[config.mk]
export PLATFORM = sky130hd
export DESIGN_NAME = low_power_background_mode_sequencer
export DESIGN_NICKNAME = d
export VERILOG_FILES = /design/src/inc/low_power_background_mode_pkg.sv /design/src/low_power_background_mode_sequencer.sv /design/src/trim_store.sv
export SDC_FILE = /design/constraint.sdc
export NUM_CORES = 1
export LEC_CHECK = 0
export ABC_AREA = 1
export BUFFER_PORTS_ARGS = -buffer_cell sky130_fd_sc_hd__buf_2
export CORE_MARGIN = 2
export CORE_UTILIZATION = 27
export CTS_CLUSTER_SIZE = 24
export DETAILED_ROUTE_END_ITERATION = 7
export RECOVER_POWER = 25
export SYNTH_ARGS = -nofsm -noshare
export SYNTH_HDL_FRONTEND = slang
export SYNTH_HIERARCHICAL = 1
export SYNTH_SLANG_ARGS = --single-unit
[constraint.sdc]
create_clock -name clock_in -period 3.6 [get_ports clock_in]
set_input_delay 0.36 -clock clock_in [delete_from_list [all_inputs] [get_ports clock_in]]
set_output_delay 0.36 -clock clock_in [all_outputs]
set_load 0.05 [all_outputs]
[src/inc/low_power_background_mode_pkg.sv]
// Package of constants and carrier types for the low-power background calibration sequencer
// Contract
// - With low-power enable set, spare cores stay powered down until due for calibration.
// - Trigger-mode 0 selects timed automatic calibration; 1 selects trigger-controlled operation.
// - Automatic mode: spare sleeps for the sleep-delay setting before waking.
// - After waking, wait the wake-delay setting before calibration starts.
// - Automatic mode: swap immediately when calibration ends, then sleep the released core.
// - Trigger mode: software bit or external pin is the trigger; it alone starts cycles.
// - Trigger mode: spare held asleep while the trigger is high.
// - Trigger mode: low trigger wakes the spare; calibration after the wake delay.
// - Trigger mode: swap needs calibration done and trigger high; else spare waits powered.
// - Status-select 1 drives the status pin with the calibration-finished indication.
// - Foreground offset enable calibrates buffer offset once during foreground calibration.
// - Background offset enable keeps correcting offset during background calibration.
// - Foreground offset plus background enable calibrates all six cores in foreground pass.
// - Spare-reference option calibrates main cores to match the spare core offset.
// - A separate offset trim is kept for each core zero through five.
// - Gain trims are never changed by any calibration.
// - Full-scale setting applies to all inputs together; gain trims match per input.
// - Trims of absent inputs on smaller variants have no effect.
// - Two-channel variant: cores 0 and 1 share spare core 2.
// - During foreground calibration the output code is mid-scale zero.
package low_power_background_mode_pkg;
  localparam int NUM_CORES      = 6;
  localparam int TRIM_W         = 12;
  localparam int GAIN_W         = 12;
  localparam int DATA_W         = 12;
  localparam int DLY_W          = 8;
  // One delay step is this many nanoseconds; the settings count steps
  localparam int DLY_STEP_NS    = 1000;
  localparam int CLK_PERIOD_NS  = 50;
  localparam int DLY_STEP_CYC   = (DLY_STEP_NS + CLK_PERIOD_NS - 1) / CLK_PERIOD_NS;
  localparam int CAL_CYC        = 64;
  localparam int FG_CAL_CYC     = 64;
  localparam logic [DATA_W-1:0] MID_CODE = 12'h000;
  localparam logic [2:0] CORE_SPARE_LO = 3'h2;
  localparam logic [2:0] CORE_SPARE_HI = 3'h3;

  typedef enum logic [2:0] {
    ST_IDLE  = 3'b000,
    ST_SLEEP = 3'b001,
    ST_WAKE  = 3'b011,
    ST_CAL   = 3'b010,
    ST_HOLD  = 3'b110,
    ST_SWAP  = 3'b111
  } lp_state_t;

  typedef struct packed {
    logic             bg_cal_en;
    logic             lowpwr_bg_enable;
    logic             trig_mode;
    logic             trig_src_pin;
    logic             status_sel;
    logic             fg_os_en;
    logic             bg_os_en;
    logic             spare_ref;
    logic [1:0]       variant;
    logic [DLY_W-1:0] sleep_dly;
    logic [DLY_W-1:0] wake_dly;
  } cal_cfg_t;

  typedef struct packed {
    logic       spare_pwr;
    logic       cal_busy;
    logic       cal_done;
    logic [2:0] spare_core;
    logic [2:0] swapped_core;
  } cal_stat_t;
endpackage

[src/low_power_background_mode_sequencer.sv]
// Low-power background calibration sequencer top level
`timescale 1ns/1ps
module low_power_background_mode_sequencer #(
  parameter int CAL_CYCLES    = low_power_background_mode_pkg::CAL_CYC,
  parameter int FG_CAL_CYCLES = low_power_background_mode_pkg::FG_CAL_CYC,
  parameter int STEP_CYCLES   = low_power_background_mode_pkg::DLY_STEP_CYC
) (
  input  wire logic                            clock_in,
  input  wire logic                            rst_in,
  input  wire low_power_background_mode_pkg::cal_cfg_t              cfg_in,
  input  wire logic                            software_cal_trigger_in,
  input  wire logic                            cal_trigger_pin_in,
  input  wire logic                            fg_start_in,
  input  wire logic                            trim_wr_in,
  input  wire logic [2:0]                      trim_idx_in,
  input  wire logic [low_power_background_mode_pkg::TRIM_W-1:0]     trim_data_in,
  input  wire logic [2:0]                      trim_rd_idx_in,
  input  wire logic [low_power_background_mode_pkg::DATA_W-1:0]     adc_data_in,
  output low_power_background_mode_pkg::cal_stat_t                  stat_out,
  output logic                                 cal_status_pin_out,
  output logic                                 foreground_done_flag_out,
  output logic                                 os_cal_active_out,
  output logic [low_power_background_mode_pkg::DATA_W-1:0]          data_out,
  output logic [low_power_background_mode_pkg::TRIM_W-1:0]          core_offset_trim_out
);
  low_power_background_mode_pkg::lp_state_t state_q;
  logic [1:0]  pin_sync_q;
  logic        trig_q;
  logic [15:0] step_cnt_q;
  localparam int DLY_W_L = low_power_background_mode_pkg::DLY_W;
  logic [DLY_W_L-1:0] dly_cnt_q;
  logic [15:0] cal_cnt_q;
  logic        released_lo_q;
  logic        fg_busy_q;
  logic [15:0] fg_cnt_q;
  logic [2:0]  fg_core_q;
  logic        bg_os_tick_q;
  logic        seq_on;
  logic        step;
  logic        os_wr;
  logic [2:0]  os_idx;
  logic [low_power_background_mode_pkg::TRIM_W-1:0] os_val;
  logic        fg_os_on;

  // ----------------------------------------
  // Trigger pin synchroniser and selection
  // ----------------------------------------
  always_ff @(posedge clock_in)
  begin
    if (rst_in)
      pin_sync_q <= 2'h3; // Idle-high level, so release of reset shows no false low trigger
    else
      pin_sync_q <= {pin_sync_q[0], cal_trigger_pin_in};
  end

  // Registered trigger from the chosen source
  always_ff @(posedge clock_in)
  begin
    if (rst_in)
      trig_q <= 1'b1;
    else
      trig_q <= cfg_in.trig_src_pin ? pin_sync_q[1] : software_cal_trigger_in;
  end

  assign seq_on = cfg_in.bg_cal_en && cfg_in.lowpwr_bg_enable;

  // ----------------------------------------
  // Delay step divider
  // ----------------------------------------
  // One-cycle enable per delay step keeps every counter on the single clock
  always_ff @(posedge clock_in)
  begin
    if (rst_in || step)
      step_cnt_q <= 16'h0000;
    else
      step_cnt_q <= step_cnt_q + 16'h0001;
  end
  assign step = (int'(step_cnt_q) >= STEP_CYCLES - 1);

  // ----------------------------------------
  // Background sleep, wake, calibrate, swap
  // ----------------------------------------
  always_ff @(posedge clock_in)
  begin
    if (rst_in)
    begin
      state_q   <= low_power_background_mode_pkg::ST_IDLE;
      dly_cnt_q <= '0;
      cal_cnt_q <= 16'h0000;
    end
    else if (!seq_on || fg_busy_q)
      state_q <= low_power_background_mode_pkg::ST_IDLE;
    else
    begin
      case (state_q)
        low_power_background_mode_pkg::ST_IDLE:
        begin
          dly_cnt_q <= '0;
          state_q   <= low_power_background_mode_pkg::ST_SLEEP;
        end
        low_power_background_mode_pkg::ST_SLEEP:
        begin
          if (cfg_in.trig_mode)
          begin
            if (!trig_q)
            begin
              dly_cnt_q <= '0;
              state_q   <= low_power_background_mode_pkg::ST_WAKE;
            end
          end
          else if (dly_cnt_q >= cfg_in.sleep_dly)
          begin
            dly_cnt_q <= '0;
            state_q   <= low_power_background_mode_pkg::ST_WAKE;
          end
          else if (step)
            dly_cnt_q <= dly_cnt_q + DLY_W_L'(1);
        end
        low_power_background_mode_pkg::ST_WAKE:
        begin
          if (dly_cnt_q >= cfg_in.wake_dly)
          begin
            cal_cnt_q <= 16'h0000;
            state_q   <= low_power_background_mode_pkg::ST_CAL;
          end
          else if (step)
            dly_cnt_q <= dly_cnt_q + DLY_W_L'(1);
        end
        low_power_background_mode_pkg::ST_CAL:
        begin
          if (int'(cal_cnt_q) >= CAL_CYCLES - 1)
            state_q <= cfg_in.trig_mode ? low_power_background_mode_pkg::ST_HOLD : low_power_background_mode_pkg::ST_SWAP;
          else
            cal_cnt_q <= cal_cnt_q + 16'h0001;
        end
        low_power_background_mode_pkg::ST_HOLD:
        begin
          if (trig_q || !cfg_in.trig_mode)
            state_q <= low_power_background_mode_pkg::ST_SWAP;
        end
        low_power_background_mode_pkg::ST_SWAP:
        begin
          dly_cnt_q <= '0;
          state_q   <= low_power_background_mode_pkg::ST_SLEEP;
        end
        default:
          state_q <= low_power_background_mode_pkg::ST_IDLE;
      endcase
    end
  end

  // ----------------------------------------
  // Core rotation: swaps alternate cores 0 and 1; quad variant pairs spare 2 with core 0, spare 3 with core 1
  // ----------------------------------------
  always_ff @(posedge clock_in)
  begin
    if (rst_in)
      released_lo_q <= 1'b0;
    else if (state_q == low_power_background_mode_pkg::ST_SWAP)
      released_lo_q <= !released_lo_q;
  end

  // Status outputs straight from flip-flops
  always_ff @(posedge clock_in)
  begin
    if (rst_in)
    begin
      stat_out           <= '0;
      cal_status_pin_out <= 1'b0;
    end
    else
    begin
      stat_out.spare_pwr    <= (state_q == low_power_background_mode_pkg::ST_WAKE) || (state_q == low_power_background_mode_pkg::ST_CAL)
                               || (state_q == low_power_background_mode_pkg::ST_HOLD) || (!cfg_in.lowpwr_bg_enable && cfg_in.bg_cal_en);
      stat_out.cal_busy     <= (state_q == low_power_background_mode_pkg::ST_CAL) || fg_busy_q;
      stat_out.cal_done     <= (state_q == low_power_background_mode_pkg::ST_HOLD);
      // Quad variant alternates spares; others always use spare 2
      stat_out.spare_core   <= (cfg_in.variant == 2'h2 && released_lo_q) ? low_power_background_mode_pkg::CORE_SPARE_HI
                                                                         : low_power_background_mode_pkg::CORE_SPARE_LO;
      if (state_q == low_power_background_mode_pkg::ST_SWAP)
        stat_out.swapped_core <= released_lo_q ? 3'h1 : 3'h0;
      cal_status_pin_out    <= cfg_in.status_sel ? (state_q == low_power_background_mode_pkg::ST_HOLD)
                                                 : (state_q == low_power_background_mode_pkg::ST_CAL || fg_busy_q);
    end
  end

  // ----------------------------------------
  // Foreground calibration pass
  // ----------------------------------------
  always_ff @(posedge clock_in)
  begin
    if (rst_in)
    begin
      fg_busy_q                <= 1'b0;
      fg_cnt_q                 <= 16'h0000;
      foreground_done_flag_out <= 1'b0;
    end
    else if (fg_start_in && !fg_busy_q)
    begin
      fg_busy_q                <= 1'b1;
      fg_cnt_q                 <= 16'h0000;
      foreground_done_flag_out <= 1'b0;
    end
    else if (fg_busy_q)
    begin
      if (int'(fg_cnt_q) >= FG_CAL_CYCLES - 1)
      begin
        fg_busy_q                <= 1'b0;
        foreground_done_flag_out <= 1'b1;
      end
      else
        fg_cnt_q <= fg_cnt_q + 16'h0001;
    end
  end

  // Mid-scale output while the foreground pass runs
  always_ff @(posedge clock_in)
  begin
    if (rst_in)
      data_out <= low_power_background_mode_pkg::MID_CODE;
    else
      data_out <= fg_busy_q ? low_power_background_mode_pkg::MID_CODE : adc_data_in;
  end

  // ----------------------------------------
  // Offset calibration writes into the per-core offset trims
  // ----------------------------------------
  // Foreground offset: one write per core, all six when background is also on
  assign fg_os_on = fg_busy_q && cfg_in.fg_os_en;
  always_ff @(posedge clock_in)
  begin
    if (rst_in || !fg_busy_q)
      fg_core_q <= 3'h0;
    else if (fg_os_on && (int'(fg_core_q) < low_power_background_mode_pkg::NUM_CORES))
      fg_core_q <= fg_core_q + 3'h1;
  end

  // Background offset update once, in the cycle after each swap state
  always_ff @(posedge clock_in)
  begin
    if (rst_in)
      bg_os_tick_q <= 1'b0;
    else
      bg_os_tick_q <= cfg_in.bg_os_en && (state_q == low_power_background_mode_pkg::ST_SWAP);
  end

  // Foreground pass covers all cores only if background is on, else main cores 0 1 4 5
  always_comb
  begin
    os_wr  = 1'b0;
    os_idx = 3'h0;
    os_val = '0;
    if (fg_os_on && (int'(fg_core_q) < low_power_background_mode_pkg::NUM_CORES)
        && (cfg_in.bg_cal_en || (fg_core_q != 3'h2 && fg_core_q != 3'h3)))
    begin
      os_wr  = 1'b1;
      os_idx = fg_core_q;
      // Spare reference: main cores track the spare core's measured offset
      os_val = cfg_in.spare_ref ? adc_data_in : (low_power_background_mode_pkg::MID_CODE - adc_data_in);
    end
    else if (bg_os_tick_q)
    begin
      os_wr  = 1'b1;
      os_idx = stat_out.swapped_core;
      os_val = cfg_in.spare_ref ? adc_data_in : (low_power_background_mode_pkg::MID_CODE - adc_data_in);
    end
    else if (trim_wr_in && !os_cal_active_out)
    begin
      // User writes are ignored while offset calibration owns the trims
      os_wr  = 1'b1;
      os_idx = trim_idx_in;
      os_val = trim_data_in;
    end
  end

  // Offset calibration in use flag, visible to the controller
  always_ff @(posedge clock_in)
  begin
    if (rst_in)
      os_cal_active_out <= 1'b0;
    else
      os_cal_active_out <= cfg_in.bg_os_en || fg_os_on;
  end

  // ----------------------------------------
  // Trim storage; gain trims live elsewhere and calibration never touches them
  // ----------------------------------------
  trim_store #(
    .CORES (low_power_background_mode_pkg::NUM_CORES),
    .W     (low_power_background_mode_pkg::TRIM_W)
  ) u_offset_trims (
    .clock_in    (clock_in),
    .rst_in      (rst_in),
    .wr_en_in    (os_wr),
    .wr_idx_in   (os_idx),
    .wr_data_in  (os_val),
    .rd_idx_in   (trim_rd_idx_in),
    .rd_data_out (core_offset_trim_out)
  );

  // ----------------------------------------
  // Assertions
  // ----------------------------------------
  property p_idle_when_off;
    @(posedge clock_in) disable iff (rst_in)
    !seq_on |=> state_q == low_power_background_mode_pkg::ST_IDLE;
  endproperty
  a_idle_when_off: assert property (p_idle_when_off) else $error("sequencer not idle when disabled");

  property p_hold_needs_trig;
    @(posedge clock_in) disable iff (rst_in)
    (state_q == low_power_background_mode_pkg::ST_HOLD && !trig_q && seq_on && !fg_busy_q && cfg_in.trig_mode)
      |=> state_q == low_power_background_mode_pkg::ST_HOLD;
  endproperty
  a_hold_needs_trig: assert property (p_hold_needs_trig) else $error("swap without trigger high");

  property p_sleep_while_trig;
    @(posedge clock_in) disable iff (rst_in)
    (state_q == low_power_background_mode_pkg::ST_SLEEP && trig_q && cfg_in.trig_mode) |=> state_q != low_power_background_mode_pkg::ST_WAKE;
  endproperty
  a_sleep_while_trig: assert property (p_sleep_while_trig) else $error("spare woke with trigger high");

  property p_auto_swap;
    @(posedge clock_in) disable iff (rst_in)
    (state_q == low_power_background_mode_pkg::ST_CAL && !cfg_in.trig_mode && seq_on && !fg_busy_q
      && int'(cal_cnt_q) >= CAL_CYCLES - 1) |=> state_q == low_power_background_mode_pkg::ST_SWAP;
  endproperty
  a_auto_swap: assert property (p_auto_swap) else $error("auto mode did not swap");

  property p_mid_code;
    @(posedge clock_in) disable iff (rst_in)
    fg_busy_q |=> data_out == low_power_background_mode_pkg::MID_CODE;
  endproperty
  a_mid_code: assert property (p_mid_code) else $error("output not mid-scale in foreground");

  property p_status_pin;
    @(posedge clock_in) disable iff (rst_in)
    (cfg_in.status_sel && state_q == low_power_background_mode_pkg::ST_HOLD) |=> cal_status_pin_out;
  endproperty
  a_status_pin: assert property (p_status_pin) else $error("status pin missed finished");

  property p_no_user_trim;
    @(posedge clock_in) disable iff (rst_in)
    (os_cal_active_out && trim_wr_in && !fg_os_on && !bg_os_tick_q) |-> !os_wr;
  endproperty
  a_no_user_trim: assert property (p_no_user_trim) else $error("user trim write during offset cal");

  property p_foreground_done_flag;
    @(posedge clock_in) disable iff (rst_in)
    $fell(fg_busy_q) |-> foreground_done_flag_out;
  endproperty
  a_foreground_done_flag: assert property (p_foreground_done_flag) else $error("foreground done not set");

  c_auto_cycle: cover property (@(posedge clock_in) disable iff (rst_in)
    state_q == low_power_background_mode_pkg::ST_CAL ##1 state_q == low_power_background_mode_pkg::ST_SWAP);
  c_hold_wait: cover property (@(posedge clock_in) disable iff (rst_in)
    state_q == low_power_background_mode_pkg::ST_HOLD [*3] ##1 state_q == low_power_background_mode_pkg::ST_SWAP);
  c_fg_pass: cover property (@(posedge clock_in) disable iff (rst_in) $rose(foreground_done_flag_out));
endmodule

[src/trim_store.sv]
// Per-core offset trim storage with registered read port
`timescale 1ns/1ps
module trim_store #(
  parameter int CORES = 6,
  parameter int W     = 12
) (
  input  wire logic         clock_in,
  input  wire logic         rst_in,
  input  wire logic         wr_en_in,
  input  wire logic [2:0]   wr_idx_in,
  input  wire logic [W-1:0] wr_data_in,
  input  wire logic [2:0]   rd_idx_in,
  output logic      [W-1:0] rd_data_out
);
  logic [W-1:0] mem_q [CORES];

  // -----------------------------
  // Storage, one word per core
  // -----------------------------
  always_ff @(posedge clock_in)
  begin
    if (rst_in)
    begin
      for (int i = 0; i < CORES; i++)
        mem_q[i] <= '0;
    end
    else if (wr_en_in && (int'(wr_idx_in) < CORES))
      mem_q[wr_idx_in] <= wr_data_in;
  end

  // Read data registered so the caller sees one cycle of latency
  always_ff @(posedge clock_in)
  begin
    if (rst_in)
      rd_data_out <= '0;
    else if (int'(rd_idx_in) < CORES)
      rd_data_out <= mem_q[rd_idx_in];
    else
      rd_data_out <= '0;
  end
endmodule
==> metrics.md <==
| Metric | Value |
|---|---|
| Status | `completed` |
| Synth async-reset ratio | `0%` |
| Total wire length | `20800 um` |
| Antenna violations before repair | `3` |
| WHS | `0.0798 ns` |
| Worst hold path class | `in -> reg` |
| Syn Std Cell Area | `0.00917 sq mm` |
| Commonest cells post-synth | `237 x nand2_1, 207 x inv_1, 174 x nor2_1` |
| Min Tclk post-route | `3.25 ns` |
| Vias in the first global route | `6880` |
| Total power | `4.83 mW` |
| Critical Path, Cell by Cell | `nand2_1 -> a21oi_1 -> inv_1 -> a21oi_2 -> nor2_2 -> nand2_1 -> inv_2 -> a22o_1 -> nand2_1 -> nand2_1 -> nor2_2 -> buf_4 -> nand3_1 -> nand2_1` |
| Core Area | `0.0334 sq mm` |
| CP max stage cell | `dfxtp_1` |
| Slew HR | `4.37%` |
| Max clock buf depth | `2` |
| Crit. End Element | `flop` |
| Register area share after synthesis | `53.5%` |
| Most common cell in the netlist | `nand2_1` |
| First-pass iteration count of the detailed router | `5` |
| First-pass GRT wire length | `34100 um` |
| CP required | `3.67 ns` |
| Clk pin slew, worst setup/hold paths | `0.07 ns` |
| Fin util | `32.0%` |
| Unrepaired setup endpoints after global routing | `no` |
| Largest cells by area after synthesis | `edfxtp_1 31%, dfxtp_1 22%, nand2_1 9.7%` |
| Synth Instances | `1129` |
| Overall die height | `188 um` |
| Fmax | `308 MHz` |
| Yosys reg bits | `197` |
| I/O Buffers | `94` |
| Post-synth EDFFs | `96` |
| Synth warn | `6` |
| Detailed placer's ending HPWL | `14900 um` |
| Row count | `67` |
| CP delay by family, top | `simple AND/OR/NAND/NOR gates` |
| GR Util All Layers | `12.1%` |
| I/O Pins | `98` |
| Htree depth | `4` |
| Die Footprint | `0.0354 sq mm` |
| Predominant post-synthesis flop cell | `dfxtp_1` |
| Routability Congestion | `0.867` |
| Final Setup Violations | `0` |
| Congestion Overflow GR | `0` |
| Initial Util | `27.4%` |
| Max IR drop VDD | `0.000323 V` |
| Total power density per cell area | `451 mW/mm^2` |
| Most used cell, CP | `nand2_1` |
| Area growth syn-to-layout | `16.8%` |
| Top-area cell type share of the netlist area | `31.4%` |
| Via density | `4.22` |
| Post-DRT Antenna Nets | `0` |
| Num CTS Buffers | `17` |
| MaxCap Viol Count | `0` |
| Worst slew pin tran | `1.43 ns` |
| Final #Nets | `1337` |
| Clk_skew | `0.0102 ns` |
| CTS root buf | `clkbuf_16` |
| Clock Sinks | `197` |
| Horiz. Die Dim | `188 um` |
| Setup bufs post-CTS | `0` |
| Buf+Inv Stages, Crit Path | `3` |
| Worst skew pair latency | `0.44 ns` |
| WS Path Type | `reg -> reg` |
| Final TNS setup | `0 ns` |
| Initial DRC count | `375` |
| Synth cell types | `43` |
| CP peak stage delay | `0.51 ns` |
| Fraction of layout cells with a size suffix above 1 | `9.73%` |
| Residual DRC | `0` |
| CTS tree | `done` |
| Crit path DAT | `3.31 ns` |
| Part of the cycle the worst path needs | `90.2%` |
| Pin count of the biggest net entering global routing | `49` |
| CP Max Fanout | `14` |
| Routed length per placed instance | `12.1 um` |
| Crit start category | `flop` |
| Vias | `7240` |
| Endpoints failing hold | `0` |
| Leakage | `4.82 nW` |
| Slew Viols, Final | `0` |
| Syn avg cell area | `8.12 sq um` |
| Area leader, netlist | `edfxtp_1` |
[report_power, final]
group,switching (mW),internal [mW]
Clock,0.869,0.968
Combinational,0.373,0.135
Sequential,0.0323,2.45
Total,1.28,3.55
[stage by stage]
step	std cells	worst slack, ns	area (sq um)
3_3_place_gp	1680	0.235	10200
4_1_cts	1712	0.0757	10800
3_5_place_dp	1680	0.0989	10200
6_report	1714	0.353	10700
2_1_floorplan	1165	0.877	9300
5_1_grt	1712	0.0194	10700
[final timing paths]
check,endpoint,cells after the start,slack (ns),from
max,u_offset_trims/mem_q[4][3],14,0.35,fg_busy_q
min,stat_out[3],2,0.08,cfg_in[16]
max reg2reg,u_offset_trims/mem_q[4][3],14,0.35,fg_busy_q
min reg2reg,pin_sync_q[1],1,0.42,pin_sync_q[0]
[state kept, by name (all words and copies together) (netlist names), 2 cells and up, named ones only]
name                        cells
stat_out                        6
data_out                       12
step_cnt_q                     16
u_offset_trims/rd_data_out     12
dly_cnt_q                       8
u_offset_trims/mem_q           96
fg_cnt_q                       16
state_q                         2
pin_sync_q                      2
cal_cnt_q                      16
fg_core_q                       3
[cells by family after synthesis]
kind of cell | Yosys count | synth area share, %
xor gates and xnor gates | 16 | 1.53
and+or+nand+nor | 554 | 25.4
other | 2 | 0.0819
AOI/OAI and AO/OA | 82 | 5.00
adders and majority gates | 24 | 3.28
DFF | 197 | 53.5
buffers and inverters | 254 | 11.2
[final cells by class]
| class | instances | area [sq um] |
|---|---|---|
| fillers | 3522 | 22700 |
| inverters | 217 | 817 |
| clock buffers | 20 | 437 |
| clock inverters | 12 | 120 |
| well taps | 448 | 561 |
| diodes | 2 | 5.00 |
| repair buffers | 104 | 499 |
| flip-flops and latches | 197 | 4900 |
| multi-input cells | 714 | 3370 |
[per-layer routing]
metal | up-vias | GRT usage [%] | share of wire [%]
met3 | 24 | 2.96 | 6.2
met2 | 192 | 19.6 | 46
met5 | - | 0 | 0.10
met4 | 4 | 3.76 | 1.3
met1 | 3300 | 15.8 | 46
li1 | 3720 | - | -
[layout by cell type (no fill, tap or decap), drive strengths merged, types with 2 or more instances in the layout]
master    netlist  layout
a21o            2       2
a21oi          30      30
buf            28      69
clkbuf          9      55
clkinv          2       5
clkinvlp        0       3
conb            2      38
dfxtp         101     101
diode           0       2
edfxtp         96      96
ha             24      24
inv           215     220
nand2         242     242
nand3          91      91
nand3b          2       2
nand4          14      14
nor2          179     179
nor3           18      18
nor3b           2       2
o21ai          41      41
or2             5       5
xor2           15      15
[what timing repair did]
action	4_1_cts	5_1_grt
setup endpoints to repair	0	60
resized for setup	0	1
hold buffers	0	0
Note: power is estimated with default switching activity, not from simulation.
